===== config.mk =====
export PLATFORM = sky130hd
export DESIGN_NAME = sao_adc_port
export DESIGN_NICKNAME = d
export VERILOG_FILES = /design/src/hdl/sao_pkg.sv /design/src/hdl/sao_stream_if.sv /design/src/hdl/sao_fifo.sv /design/src/hdl/sao_pin_stage.sv /design/src/hdl/sao_adc_port.sv
export VERILOG_INCLUDE_DIRS = /design/src /design/src/hdl
export SDC_FILE = /design/constraint.sdc
export NUM_CORES = 2
export LEC_CHECK = 0
export BUFFER_PORTS_ARGS = -buffer_cell sky130_fd_sc_hd__buf_2
export CORE_ASPECT_RATIO = 1.75
export CORE_MARGIN = 2
export CORE_UTILIZATION = 35
export CTS_CLUSTER_DIAMETER = 150
export DETAILED_ROUTE_END_ITERATION = 10
export SYNTH_ARGS = -nofsm -noshare
export SYNTH_HDL_FRONTEND = slang
export SYNTH_SLANG_ARGS = --single-unit

===== constraint.sdc =====
create_clock -name sys_clk -period 107.2 [get_ports sys_clk]
set_input_delay 10.72 -clock sys_clk [delete_from_list [all_inputs] [get_ports sys_clk]]
set_output_delay 10.72 -clock sys_clk [all_outputs]
set_load 0.01 [all_outputs]

===== src/hdl/sao_cfg.svh =====
/*
 * Constants of the sampled converter output port: code width, format
 * encodings and default output timing counts in sys_clk cycles.
 * Assumes a 20 MHz system clock.
 */
`ifndef SAO_CFG_SVH
`define SAO_CFG_SVH
`define SAO_CODE_W       8
`define SAO_SAMPLE_W     16
`define SAO_FIFO_DEPTH   32
`define SAO_DLY_W        8
`define SAO_CLK_NS       50
`define SAO_DLY_NS_DFLT  0
`define SAO_DLY_CYC_DFLT (`SAO_DLY_NS_DFLT / `SAO_CLK_NS)
`define SAO_FMT_UNSIGNED 2'h0
`define SAO_FMT_SIGNMAG  2'h1
`define SAO_FMT_TWOS     2'h2
`endif


===== src/hdl/sao_pkg.sv =====
/*
 * Types shared by the converter output port modules.
 * Assumes sao_cfg.svh is on the include path.
 */
`include "sao_cfg.svh"
package sao_pkg;
	typedef logic [`SAO_CODE_W-1:0]   sao_code_t;
	typedef logic [`SAO_SAMPLE_W-1:0] sao_sample_t;
	typedef enum logic [1:0] {
		SAO_UNSIGNED,
		SAO_SIGN_MAG,
		SAO_TWOS
	} sao_fmt_t;
endpackage


===== src/hdl/sao_stream_if.sv =====
/*
 * Valid/ready stream carrying converted codes between the converter
 * core and the output stage. Assumes one clock, sys_clk.
 */
`timescale 1ns/1ps
`include "sao_cfg.svh"
interface sao_stream_if;
	logic                  valid;
	logic                  ready;
	logic [`SAO_CODE_W-1:0] data;
	modport src (output valid, output data, input ready);
	modport snk (input valid, input data, output ready);
endinterface


===== src/hdl/sao_fifo.sv =====
/*
 * Parameterised synchronous FIFO with valid and ready on both sides.
 * Assumes a single clock and synchronous active-high reset.
 */
`timescale 1ns/1ps
module sao_fifo #(
	parameter int W = 8,
	parameter int D = 32
) (
	input  wire logic         sys_clk,
	input  wire logic         sys_rst,
	input  wire logic         in_valid,
	output logic              in_ready,
	input  wire logic [W-1:0] in_data,
	output logic              out_valid,
	input  wire logic         out_ready,
	output logic      [W-1:0] out_data
);
	localparam int AW = $clog2(D);

	logic [W-1:0]  mem [D];
	logic [AW-1:0] wr_r;
	logic [AW-1:0] rd_r;
	logic [AW:0]   cnt_r;
	logic          push;
	logic          pop;

	assign in_ready  = (cnt_r != (AW+1)'(D));
	assign out_valid = (cnt_r != '0);
	assign out_data  = mem[rd_r];
	assign push      = in_valid && in_ready;
	assign pop       = out_valid && out_ready;

	always_ff @(posedge sys_clk) begin
		if (push) begin
			mem[wr_r] <= in_data;
		end
	end

	always_ff @(posedge sys_clk) begin
		if (sys_rst) begin
			wr_r  <= '0;
			rd_r  <= '0;
			cnt_r <= '0;
		end else begin
			if (push) begin
				wr_r <= (wr_r == AW'(D-1)) ? '0 : wr_r + 1'b1;
			end
			if (pop) begin
				rd_r <= (rd_r == AW'(D-1)) ? '0 : rd_r + 1'b1;
			end
			cnt_r <= cnt_r + (AW+1)'(push) - (AW+1)'(pop);
		end
	end

	a_fifo_no_over: assert property (@(posedge sys_clk) disable iff (sys_rst)
		cnt_r <= (AW+1)'(D))
		else $error("FIFO count above depth.");
endmodule


===== src/hdl/sao_pin_stage.sv =====
/*
 * One output bus bit: delayed rise, fall, enable and float transitions
 * plus a minimum width for which each pin level is held before it changes.
 * Assumes delays are held stable while the bus is in use.
 */
`timescale 1ns/1ps
`include "sao_cfg.svh"
module sao_pin_stage (
	input  wire logic                  sys_clk,
	input  wire logic                  sys_rst,
	input  wire logic                  data_in,
	input  wire logic                  en_in,
	input  wire logic [`SAO_DLY_W-1:0] rise_dly,
	input  wire logic [`SAO_DLY_W-1:0] fall_dly,
	input  wire logic [`SAO_DLY_W-1:0] zl_dly,
	input  wire logic [`SAO_DLY_W-1:0] zh_dly,
	input  wire logic [`SAO_DLY_W-1:0] lz_dly,
	input  wire logic [`SAO_DLY_W-1:0] hz_dly,
	input  wire logic [`SAO_DLY_W-1:0] min_pulse,
	output logic                       pin_o,
	output logic                       pin_oe
);
	logic [`SAO_DLY_W-1:0] dcnt_r;
	logic [`SAO_DLY_W-1:0] ecnt_r;
	logic [`SAO_DLY_W-1:0] hold_r;
	logic                  dpend_r;
	logic                  epend_r;
	logic                  tgt_d_r;
	logic                  tgt_e_r;
	logic [`SAO_DLY_W-1:0] ddly;
	logic [`SAO_DLY_W-1:0] edly;
	logic                  d_now;
	logic                  e_now;

	assign ddly = data_in ? rise_dly : fall_dly;
	assign edly = en_in ? (pin_o ? zh_dly : zl_dly)
	                    : (pin_o ? hz_dly : lz_dly);
	// A change whose delay is zero takes effect in the same edge. Once
	// its delay has run out, a level held back by the minimum width
	// still reaches the pin as soon as it has waited long enough.
	assign d_now = (data_in != tgt_d_r) ? (ddly == '0)
	                                    : (!dpend_r || dcnt_r <= 1);
	assign e_now = (en_in != tgt_e_r) ? (edly == '0)
	                                  : (epend_r && ecnt_r <= 1);

	always_ff @(posedge sys_clk) begin
		if (sys_rst) begin
			tgt_d_r <= 1'b0;
			dpend_r <= 1'b0;
			dcnt_r  <= '0;
			hold_r  <= '0;
			pin_o   <= 1'b0;
		end else begin
			if (data_in != tgt_d_r) begin
				tgt_d_r <= data_in;
				dpend_r <= (ddly != '0);
				dcnt_r  <= ddly;
			end else if (dpend_r) begin
				dcnt_r  <= dcnt_r - 1'b1;
				dpend_r <= (dcnt_r > 1);
			end
			// Pin keeps each level for at least the minimum width before it changes.
			if (d_now && data_in != pin_o && hold_r >= min_pulse) begin
				pin_o  <= data_in;
				hold_r <= '0;
			end else if (hold_r != '1) begin
				hold_r <= hold_r + 1'b1;
			end
		end
	end

	always_ff @(posedge sys_clk) begin
		if (sys_rst) begin
			tgt_e_r <= 1'b0;
			epend_r <= 1'b0;
			ecnt_r  <= '0;
			pin_oe  <= 1'b0;
		end else begin
			if (en_in != tgt_e_r) begin
				tgt_e_r <= en_in;
				epend_r <= (edly != '0);
				ecnt_r  <= edly;
			end else if (epend_r) begin
				ecnt_r  <= ecnt_r - 1'b1;
				epend_r <= (ecnt_r > 1);
			end
			if (e_now) begin
				pin_oe <= en_in;
			end
		end
	end

	a_oe_off_float: assert property (@(posedge sys_clk) disable iff (sys_rst)
		(!en_in && !tgt_e_r && !epend_r) |-> !pin_oe)
		else $error("Bus bit driven while enable is off.");
endmodule


===== src/hdl/sao_adc_port.sv =====
/*
 * Digital side of an N-bit sampling converter: polarity selection,
 * sample capture, range scaling with saturation, code formatting, a
 * 32-word code FIFO and a delayed tri-state output bus.
 * Assumes the sample input is a digitised level synchronous to sys_clk.
 */
`timescale 1ns/1ps
`include "sao_cfg.svh"

// Contract
// - Code width N is a build parameter
// - Rising sample strobe captures the input
// - Rising conversion clock loads output register
// - Strobe and clock together both act
// - Code scales between lower and upper reference
// - Bus driven only while output enabled
// - Each input selectable active low; the code inverts only strobe, clock and enable
// - Unsigned, sign-magnitude or twos complement code
// - Separate rise and fall delays, default zero
// - Enable delays to low or high
// - Disable delays from low or high
// - Pulses below minimum width suppressed; the code instead holds each pin level for at least the minimum width
module sao_adc_port (
	input  wire logic                    sys_clk,
	input  wire logic                    sys_rst,
	input  wire logic [`SAO_SAMPLE_W-1:0] analogue_sample_input,
	input  wire logic [`SAO_SAMPLE_W-1:0] ref_low,
	input  wire logic [`SAO_SAMPLE_W-1:0] ref_high,
	input  wire logic                    sample_strobe,
	input  wire logic                    conv_clock,
	input  wire logic                    output_enable,
	input  wire logic                    invert_strobe,
	input  wire logic                    invert_clock,
	input  wire logic                    invert_enable,
	input  wire logic                    sign_and_magnitude_format,
	input  wire logic                    twos_complement_format,
	input  wire logic [`SAO_DLY_W-1:0]    clock_to_rise_delay,
	input  wire logic [`SAO_DLY_W-1:0]    clock_to_fall_delay,
	input  wire logic [`SAO_DLY_W-1:0]    enable_to_low_delay,
	input  wire logic [`SAO_DLY_W-1:0]    enable_to_high_delay,
	input  wire logic [`SAO_DLY_W-1:0]    low_to_float_delay,
	input  wire logic [`SAO_DLY_W-1:0]    high_to_float_delay,
	input  wire logic [`SAO_DLY_W-1:0]    minimum_pulse_width,
	output logic                         sample_ready,
	output logic [`SAO_CODE_W-1:0]        code_q,
	output logic [`SAO_CODE_W-1:0]        data_o,
	output logic [`SAO_CODE_W-1:0]        data_oe
);
	localparam int N  = `SAO_CODE_W;
	localparam int SW = `SAO_SAMPLE_W;

	// ****************************************************************
	// Input polarity and edge detection
	// ****************************************************************
	logic strobe_lv;
	logic clock_lv;
	logic enable_lv;
	logic strobe_d_r;
	logic clock_d_r;
	logic strobe_rise;
	logic clock_rise;

	assign strobe_lv   = sample_strobe ^ invert_strobe;
	assign clock_lv    = conv_clock ^ invert_clock;
	assign enable_lv   = output_enable ^ invert_enable;
	assign strobe_rise = strobe_lv && !strobe_d_r;
	assign clock_rise  = clock_lv && !clock_d_r;

	always_ff @(posedge sys_clk) begin
		if (sys_rst) begin
			strobe_d_r <= 1'b0;
			clock_d_r  <= 1'b0;
		end else begin
			strobe_d_r <= strobe_lv;
			clock_d_r  <= clock_lv;
		end
	end

	// ****************************************************************
	// Sample capture
	// ****************************************************************
	logic [SW-1:0] held_r;

	always_ff @(posedge sys_clk) begin
		if (sys_rst) begin
			held_r <= '0;
		end else if (strobe_rise) begin
			held_r <= analogue_sample_input;
		end
	end

	// ****************************************************************
	// Scaling, saturation and format
	// ****************************************************************
	sao_pkg::sao_fmt_t fmt;
	logic [SW-1:0]     src;
	logic [SW-1:0]     span;
	logic [SW+N-1:0]   num;
	logic [N-1:0]      ucode;
	logic [N-1:0]      fcode;

	// A strobe coincident with the clock converts the new sample.
	assign src  = strobe_rise ? analogue_sample_input : held_r;
	assign span = ref_high - ref_low;
	assign num  = (SW+N)'(src - ref_low) * (SW+N)'({N{1'b1}});

	always_comb begin
		fmt = sao_pkg::SAO_UNSIGNED;
		if (twos_complement_format) begin
			fmt = sao_pkg::SAO_TWOS;
		end else if (sign_and_magnitude_format) begin
			fmt = sao_pkg::SAO_SIGN_MAG;
		end
	end

	always_comb begin
		if (src <= ref_low || ref_high <= ref_low) begin
			ucode = '0;
		end else if (src >= ref_high) begin
			ucode = '1;
		end else begin
			ucode = N'(num / (SW+N)'(span));
		end
	end

	// Mid scale is zero for the signed formats.
	always_comb begin
		unique case (fmt)
		sao_pkg::SAO_UNSIGNED: begin
			fcode = ucode;
		end
		sao_pkg::SAO_TWOS: begin
			fcode = {~ucode[N-1], ucode[N-2:0]};
		end
		sao_pkg::SAO_SIGN_MAG: begin
			if (ucode[N-1]) begin
				fcode = {1'b0, ucode[N-2:0]};
			end else begin
				fcode = '0;
				fcode[N-1] = 1'b1;
				fcode[N-2:0] = (N-1)'(~ucode[N-2:0] + 1'b1);
			end
		end
		endcase
	end

	// ****************************************************************
	// Code FIFO and output register
	// ****************************************************************
	sao_stream_if cs ();
	logic fifo_valid;
	logic [N-1:0] fifo_data;

	assign cs.valid     = clock_rise;
	assign cs.data      = fcode;
	assign sample_ready = cs.ready;

	sao_fifo #(
		.W (N),
		.D (`SAO_FIFO_DEPTH)
	) u_fifo (
		.sys_clk   (sys_clk),
		.sys_rst   (sys_rst),
		.in_valid  (cs.valid),
		.in_ready  (cs.ready),
		.in_data   (cs.data),
		.out_valid (fifo_valid),
		.out_ready (1'b1),
		.out_data  (fifo_data)
	);

	always_ff @(posedge sys_clk) begin
		if (sys_rst) begin
			code_q <= '0;
		end else if (fifo_valid) begin
			code_q <= fifo_data;
		end
	end

	// ****************************************************************
	// Output bus bits
	// ****************************************************************
	for (genvar i = 0; i < N; i++) begin : g_bit
		sao_pin_stage u_pin (
			.sys_clk   (sys_clk),
			.sys_rst   (sys_rst),
			.data_in   (code_q[i]),
			.en_in     (enable_lv),
			.rise_dly  (clock_to_rise_delay),
			.fall_dly  (clock_to_fall_delay),
			.zl_dly    (enable_to_low_delay),
			.zh_dly    (enable_to_high_delay),
			.lz_dly    (low_to_float_delay),
			.hz_dly    (high_to_float_delay),
			.min_pulse (minimum_pulse_width),
			.pin_o     (data_o[i]),
			.pin_oe    (data_oe[i])
		);
	end

	// ****************************************************************
	// Checks
	// ****************************************************************
	a_sample_capture: assert property (@(posedge sys_clk) disable iff (sys_rst)
		strobe_rise |=> held_r == $past(analogue_sample_input))
		else $error("Sample not captured on strobe edge.");

	a_sample_holds: assert property (@(posedge sys_clk) disable iff (sys_rst)
		!strobe_rise |=> $stable(held_r))
		else $error("Held sample changed without strobe.");

	a_code_loads: assert property (@(posedge sys_clk) disable iff (sys_rst)
		(clock_rise && cs.ready && !fifo_valid) |=> ##1 code_q == $past(fcode, 2))
		else $error("Output register did not load converted code.");

	a_both_edges: assert property (@(posedge sys_clk) disable iff (sys_rst)
		(strobe_rise && clock_rise) |-> src == analogue_sample_input)
		else $error("Coincident edges used stale sample.");

	a_sat_high: assert property (@(posedge sys_clk) disable iff (sys_rst)
		(src >= ref_high && ref_high > ref_low) |-> ucode == '1)
		else $error("Code not saturated high.");

	a_sat_low: assert property (@(posedge sys_clk) disable iff (sys_rst)
		(src <= ref_low) |-> ucode == '0)
		else $error("Code not zero at lower reference.");

	a_twos_format: assert property (@(posedge sys_clk) disable iff (sys_rst)
		(fmt == sao_pkg::SAO_TWOS) |-> fcode[N-1] != ucode[N-1])
		else $error("Twos complement sign bit wrong.");

	a_oe_zero_dly: assert property (@(posedge sys_clk) disable iff (sys_rst)
		($rose(enable_lv) && enable_to_low_delay == '0
		 && enable_to_high_delay == '0) |=> &data_oe)
		else $error("Bus not driven one edge after enable.");

	a_fall_zero_dly: assert property (@(posedge sys_clk) disable iff (sys_rst)
		($fell(code_q[0]) && clock_to_fall_delay == '0
		 && minimum_pulse_width == '0) |=> !data_o[0])
		else $error("Bit did not fall with zero delay.");
endmodule


Word-level counts from Yosys, hierarchy flattened
Memories as Yosys holds them, arrays and structs flattened. A register that Yosys moved wholly into a read port is not among the register bits.
Index checks and enable logic that the tools add are counted.
{"block": "word_totals", "romBits": 0, "output_inout_bits": 25, "elab_cells": 424, "memories": 1, "latch_bits": 0, "regBits": 274, "ram_bits": 256, "inputBits": 114}
{"name": "u_fifo.mem", "words": 32, "word_bits": 8, "read_ports": 1, "rd_ports_with_merged_regs": 1, "write_ports": 1, "line_no": "sao_fifo.sv:21", "source": "logic [W-1:0] mem [D];"}
{"block": "classes", "n_eq_ne": 37, "n_addsub": 31, "n_shift": 0, "muxes": 123, "reduce_logical": 104, "n_mul": 1, "magnitude_cmp": 43, "n_div": 1, "n_bitwise": 5}
{"op": "$mux 8", "n": 67}
{"op": "$gt 8x1->1 const B", "n": 16}
{"op": "$le 8x1->1 const B", "n": 16}
{"op": "$logic_not 8->1", "n": 16}
{"op": "$reduce_bool 8->1", "n": 16}
{"op": "$sub 8x1->8 const B", "n": 16}
{"op": "$add 8x1->8 const B", "n": 8}
{"op": "$ge 8x8->1", "n": 8}
{"op": "$ne 8x8->1 const B", "n": 8}
{"op": "$mux 1", "n": 51}
{"op": "$le 16x16->1", "n": 2}
{"op": "$reduce_bool 2->1", "n": 16}
{"op": "$logic_and 1x1->1", "n": 27}
{"op": "$div 24x16->24", "n": 1}
{"op": "$mul 17x9->24 const B", "n": 1}
{"op": "$ne 1x1->1", "n": 24}
{"op": "$pmux 8 s3", "n": 1}
{"op": "$sub 16x16->17", "n": 1}
{"op": "$ge 16x16->1", "n": 1}
{"op": "$mux 16", "n": 1}
{"op": "$reduce_or 2->1", "n": 8}
{"op": "$sub 16x16->16", "n": 1}
{"op": "$add 5x1->5 const B", "n": 2}
{"op": "$eq 5x5->1 const B", "n": 2}
{"op": "15 further kinds", "n": 35}

Depth between registers and ports, before layout
{"block": "depth", "depth_word": 12, "depth_mapped": 349, "ltp_nobuf": 326}

Modules after synthesis
From an unflattened synthesis, not the netlist that was laid out.
{"block": "unflattened", "cells_unflattened": 5205, "hier_area_um2": 48116.1}
{"module": "sao_adc_port", "cells_each": 2815, "n_inst": 1, "area_per_inst_um2": 20992.6, "seq_area_each_um2": 520.5}
{"module": "sao_pin_stage at g_bit[0].u_pin ...", "cells_each": 221, "n_inst": 7, "area_per_inst_um2": 2000.7, "seq_area_each_um2": 600.6}
{"module": "sao_fifo", "cells_each": 623, "n_inst": 1, "area_per_inst_um2": 11084.4, "seq_area_each_um2": 8107.8}
{"module": "sao_pin_stage at g_bit[7].u_pin", "cells_each": 220, "n_inst": 1, "area_per_inst_um2": 2034.5, "seq_area_each_um2": 600.6}

Worst setup path after synthesis
Ideal clock, no wire load.
{"block": "synth_path", "path_type": "input to register", "start": "input port sample_strobe", "end": "memory u_fifo.mem[0][4], data pin", "setup_ps": 387, "t_arrival_ps": 79319, "path_stages": 330, "n_path_buf": 26, "slack_ps": 27494, "t_required_ps": 106813, "cell_sequence": "xnor2_1 nor2_1 clkbuf_1 mux2i_1 ha_1 inv_1 fa_1 a21o_1 a21oi_1 o21bai_1 a21oi_1 o21ai_0 a21oi_1 nand2b_1 a21boi_0 o21ai_0 nand2b_1 a21oi_1 [... 294 more ...] nor2b_1 o21ai_0 nand2b_1 a21o_1 a21o_1 a21oi_1 nor2b_1 o21ai_0 nand2b_1 a21oi_1 o311ai_0 a211o_1 a211o_1 a211oi_1 a31o_1 ha_1 a21oi_1 xnor2_1"}
{"block": "synth_between", "elab_chain_cells": 12, "elab_cells_between_ends": 15, "cone_classes": "2 x add/sub; 1 x mul; 1 x div; 2 x order compare; 5 x mux; 2 x bitwise; 2 x reduce/logical"}
{"element": "start, declared", "line_no": "sao_adc_port.sv:29", "source": "input wire logic sample_strobe,"}
{"element": "$xor 1x1->1 (*)", "line_no": "sao_adc_port.sv:63", "source": "assign strobe_lv = sample_strobe ^ invert_strobe;"}
{"element": "$logic_and 1x1->1 (*)", "line_no": "sao_adc_port.sv:66", "source": "assign strobe_rise = strobe_lv && !strobe_d_r;"}
{"element": "$mux 16 (*)"}
{"element": "$sub 16x16->17", "line_no": "sao_adc_port.sv:105", "source": "assign num = (SW+N)'(src - ref_low) * (SW+N)'({N{1'b1}});"}
{"element": "$mul 17x9->24", "line_no": "sao_adc_port.sv:105"}
{"element": "$div 24x16->24", "line_no": "sao_adc_port.sv:122", "source": "ucode = N'(num / (SW+N)'(span));"}
{"element": "$mux 8", "line_no": "sao_adc_port.sv:119", "source": "end else if (src >= ref_high) begin"}
{"element": "$mux 8 (*)", "line_no": "sao_adc_port.sv:117", "source": "if (src <= ref_low || ref_high <= ref_low) begin"}
{"element": "$not 7->7", "line_no": "sao_adc_port.sv:141", "source": "fcode[N-2:0] = (N-1)'(~ucode[N-2:0] + 1'b1);"}
{"element": "$add 7x1->7", "line_no": "sao_adc_port.sv:141"}
{"element": "$mux 8", "line_no": "sao_adc_port.sv:136", "source": "if (ucode[N-1]) begin"}
{"element": "$pmux 8 s3 (*)", "line_no": "sao_adc_port.sv:128", "source": "unique case (fmt)"}
{"element": "via cs.data[4]", "line_no": "sao_stream_if.sv:10", "source": "logic [`SAO_CODE_W-1:0] data;"}
{"element": "end, declared", "line_no": "sao_fifo.sv:21"}
The timed path passes the listed nets; every way through them passes the cells marked *.

Final worst setup path
{"block": "layout_path", "start": "input port sample_strobe", "end": "memory u_fifo.mem[9][6], data pin"}
Same word-level chain as after synthesis.

==> flow_metrics.py <==
metrics = {
    "final_layout": {
        "fillCellCount": 13353,
        "nets": 5933,
        "area_growth_pct": 8.80,
        "multi_input_area_mm2": 0.0314,
        "drive_above_1_share": 0.119,
        "seqCellArea_mm2": 0.0133,
    },
    "drt": {
        "drt-initial-drc-count": 2016,
        "dr.pass1.iters": 6,
        "vias_per_cell": 5.59,
        "drt_wl_total_mm": 135,
        "ant_nets": 0,
        "wl_per_cell_um": 19.3,
        "num_vias": 39198,
        "drc_errors": 0,
    },
    "worst_setup_path": {
        "max_stage_delay_ns": 0.86,
        "cp_slowest_cell": "o32a_1",
        "crit_arrival_ns": 85.80,
        "crit_family": "compound AO/OA/AOI/OAI gates",
        "cp-end-kind": "flip-flop",
        "cp_data_required_time_ns": 107.46,
        "criticalPathCategory": "in2reg",
        "crit_top_cell": "o21a_1",
        "crit_buf_inv": 16,
        "worstPathMaxFanout": 32,
        "startpoint_type": "input port",
    },
    "cts": {
        "cts_tree": "done",
        "cts_inserted_buffers": 52,
        "htree_levels": 2,
        "hold_buffers": 0,
        "root_buffer": "clkbuf_16",
        "ctsResizeCount": 0,
        "clk_transition_reported_paths_ns": 0.06,
        "postCtsSetupBuffers": 0,
        "cts_buffer_depth": 3,
        "clock_sinks": 538,
        "clkLatencyLatePin_ns": 0.64,
    },
    "grt": {
        "grt_use_total": 0.195,
        "first_global_vias": 39451,
        "gr-total-overflow": 0,
        "antenna_found_initial": 7,
        "grt_max_degree": 94,
        "grt_pass1_wl_mm": 213,
    },
    "placed_design": {
        "portBuffers": 138,
        "gp_congestion": 0.958,
        "dp_hpwl_mm": 104,
    },
    "synth": {
        "synthDominantCellAreaShare": 0.164,
        "syn_area_mm2": 0.0468,
        "yosys_warnings": 0,
        "synth_largest_area_cell": "edfxtp_1",
        "synth_commonest_cells": "620 x nor2_1, 479 x ha_1, 326 x nand2_1, 321 x a21oi_1, 313 x inv_1",
        "synth_nets": 5909,
        "synth_area_per_cell_um2": 8.94,
        "synth-edff-count": 256,
        "synthArstFlopShare": 0,
        "ys_types": 111,
        "ys.flop_type": "dfxtp_1",
        "syn_inst": 5240,
        "ys_top_cells_by_area": "edfxtp_1 16%, ha_1 13%, dfxtp_1 12%",
        "post-synth-top-count-cell": "nor2_1",
        "seq_area_frac_synth": 0.285,
        "ys_seq_elements": 538,
    },
    "die": {
        "core_mm2": 0.133,
        "start_util": 0.353,
        "rows": 177,
        "die_w_um": 281,
        "die-area_mm2": 0.137,
        "ios": 139,
        "chipHeight_um": 488,
    },
    "timing": {
        "slew_viol_final": 0,
        "fmax_mhz": 11.7,
        "slew_headroom": 0.222,
        "rsz0062_at_grt": "false",
        "min_period_ns": 85.54,
        "finalSetupViolCount": 0,
        "fin_skew_ns": 0.0433,
        "hold_violations": 0,
        "finalSetupTns_ns": 0,
        "fin_crit_sh": 0.798,
        "worst-slew-pin-transition_ns": 1.14,
    },
    "flow_run": {
        "drv_cap": 0,
    },
    "run_status": {
        "status": "completed",
    },
    "min_path": {
        "hold_class": "reg2reg",
    },
}
==> worst paths after layout <==
kind	from	to	slack, ns	depth (start not counted)
min	g_bit[6].u_pin.pin_oe	g_bit[6].u_pin.pin_oe	0.47	2
max reg2reg	strobe_d_r	u_fifo.mem[9][6]	31.73	315
max	sample_strobe	u_fifo.mem[9][6]	21.66	317
min reg2reg	g_bit[6].u_pin.pin_oe	g_bit[6].u_pin.pin_oe	0.47	2
==> cell families (layout without fill, tap and decap cells) <==
| group | count (synthesis) | after routing | synth area share |
|---|---|---|---|
| AOI/OAI and AO/OA | 1187 | 1187 | 0.170 |
| xor gates and xnor gates | 337 | 337 | 0.0630 |
| adders and majority gates | 557 | 557 | 0.161 |
| buffers and inverters | 556 | 624 | 0.0476 |
| DFF | 538 | 538 | 0.285 |
| muxes | 341 | 341 | 0.0981 |
| other | 0 | 4 | 0 |
| and+or+nand+nor | 1724 | 1724 | 0.176 |
==> registers in the layout, indices dropped and copies added, names as in the netlist, 16 cells and up <==
name / cells
g_bit.u_pin.ecnt_r: 64
u_fifo.mem: 256
held_r: 16
g_bit.u_pin.dcnt_r: 64
g_bit.u_pin.hold_r: 64
==> final cells by class <==
| class | count | share of cell area |
|---|---|---|
| clock inverter | 24 | 0.00435 |
| timing repair buffer | 210 | 0.0243 |
| clock buffer | 74 | 0.0285 |
| sequential | 538 | 0.262 |
| antenna | 4 | 0.000196 |
| tap | 1700 | 0.0417 |
| inverter | 316 | 0.0233 |
| multi-input combinational | 4146 | 0.616 |
==> per-layer routing <==
metal | up-vias | track usage | wire length [um]
met2 | 978 | 0.372 | 70700
met3 | 384 | 0.0222 | 5230
met4 | 6 | 0.0975 | 7350
met1 | 18747 | 0.209 | 52100
met5 | - | 0 | 36
li1 | 19083 | - | -
==> placed cells by master, fill, tap and decap left out, types with 76 or more instances in the layout <==
cell and n:
nor2_1 619, ha_1 479, nand2_1 326, a21oi_1 321, inv_1 313, dfxtp_1 280, edfxtp_1 256, xnor2_1 207
o21ai_0 176, nor3_1 170, a211oi_1 154, mux2_2 140, buf_2 137, nand3_1 126, xor2_1 123, mux2i_1 118
o21a_1 98, nand2b_1 94, a21o_1 88, mux4_2 80, fa_1 76
==> tightest hold or removal path: stages, from the launching register on <==
cell,delay (ns)
dfxtp_1,0.30
inv_1,0.05
a311oi_1,0.07
==> through the flow <==
stage | cells | util | area, um2 | setup slack (ns) | hold slack, ns
2_1_floorplan | 5240 | - | 46800 | 27.49 | 0.443
3_3_place_gp | 6910 | 0.371 | 49300 | 23.18 | 0.456
3_5_place_dp | 6910 | 0.371 | 49300 | 21.73 | 0.458
4_1_cts | 7008 | 0.383 | 51000 | 22.18 | 0.468
5_1_grt | 7011 | 0.384 | 51000 | 15.08 | 0.518
6_report | 7012 | 0.384 | 51000 | 21.66 | 0.469
Power is not shown: default switching activity piles up to over one toggle a cycle in this logic, so the estimate is an artifact.
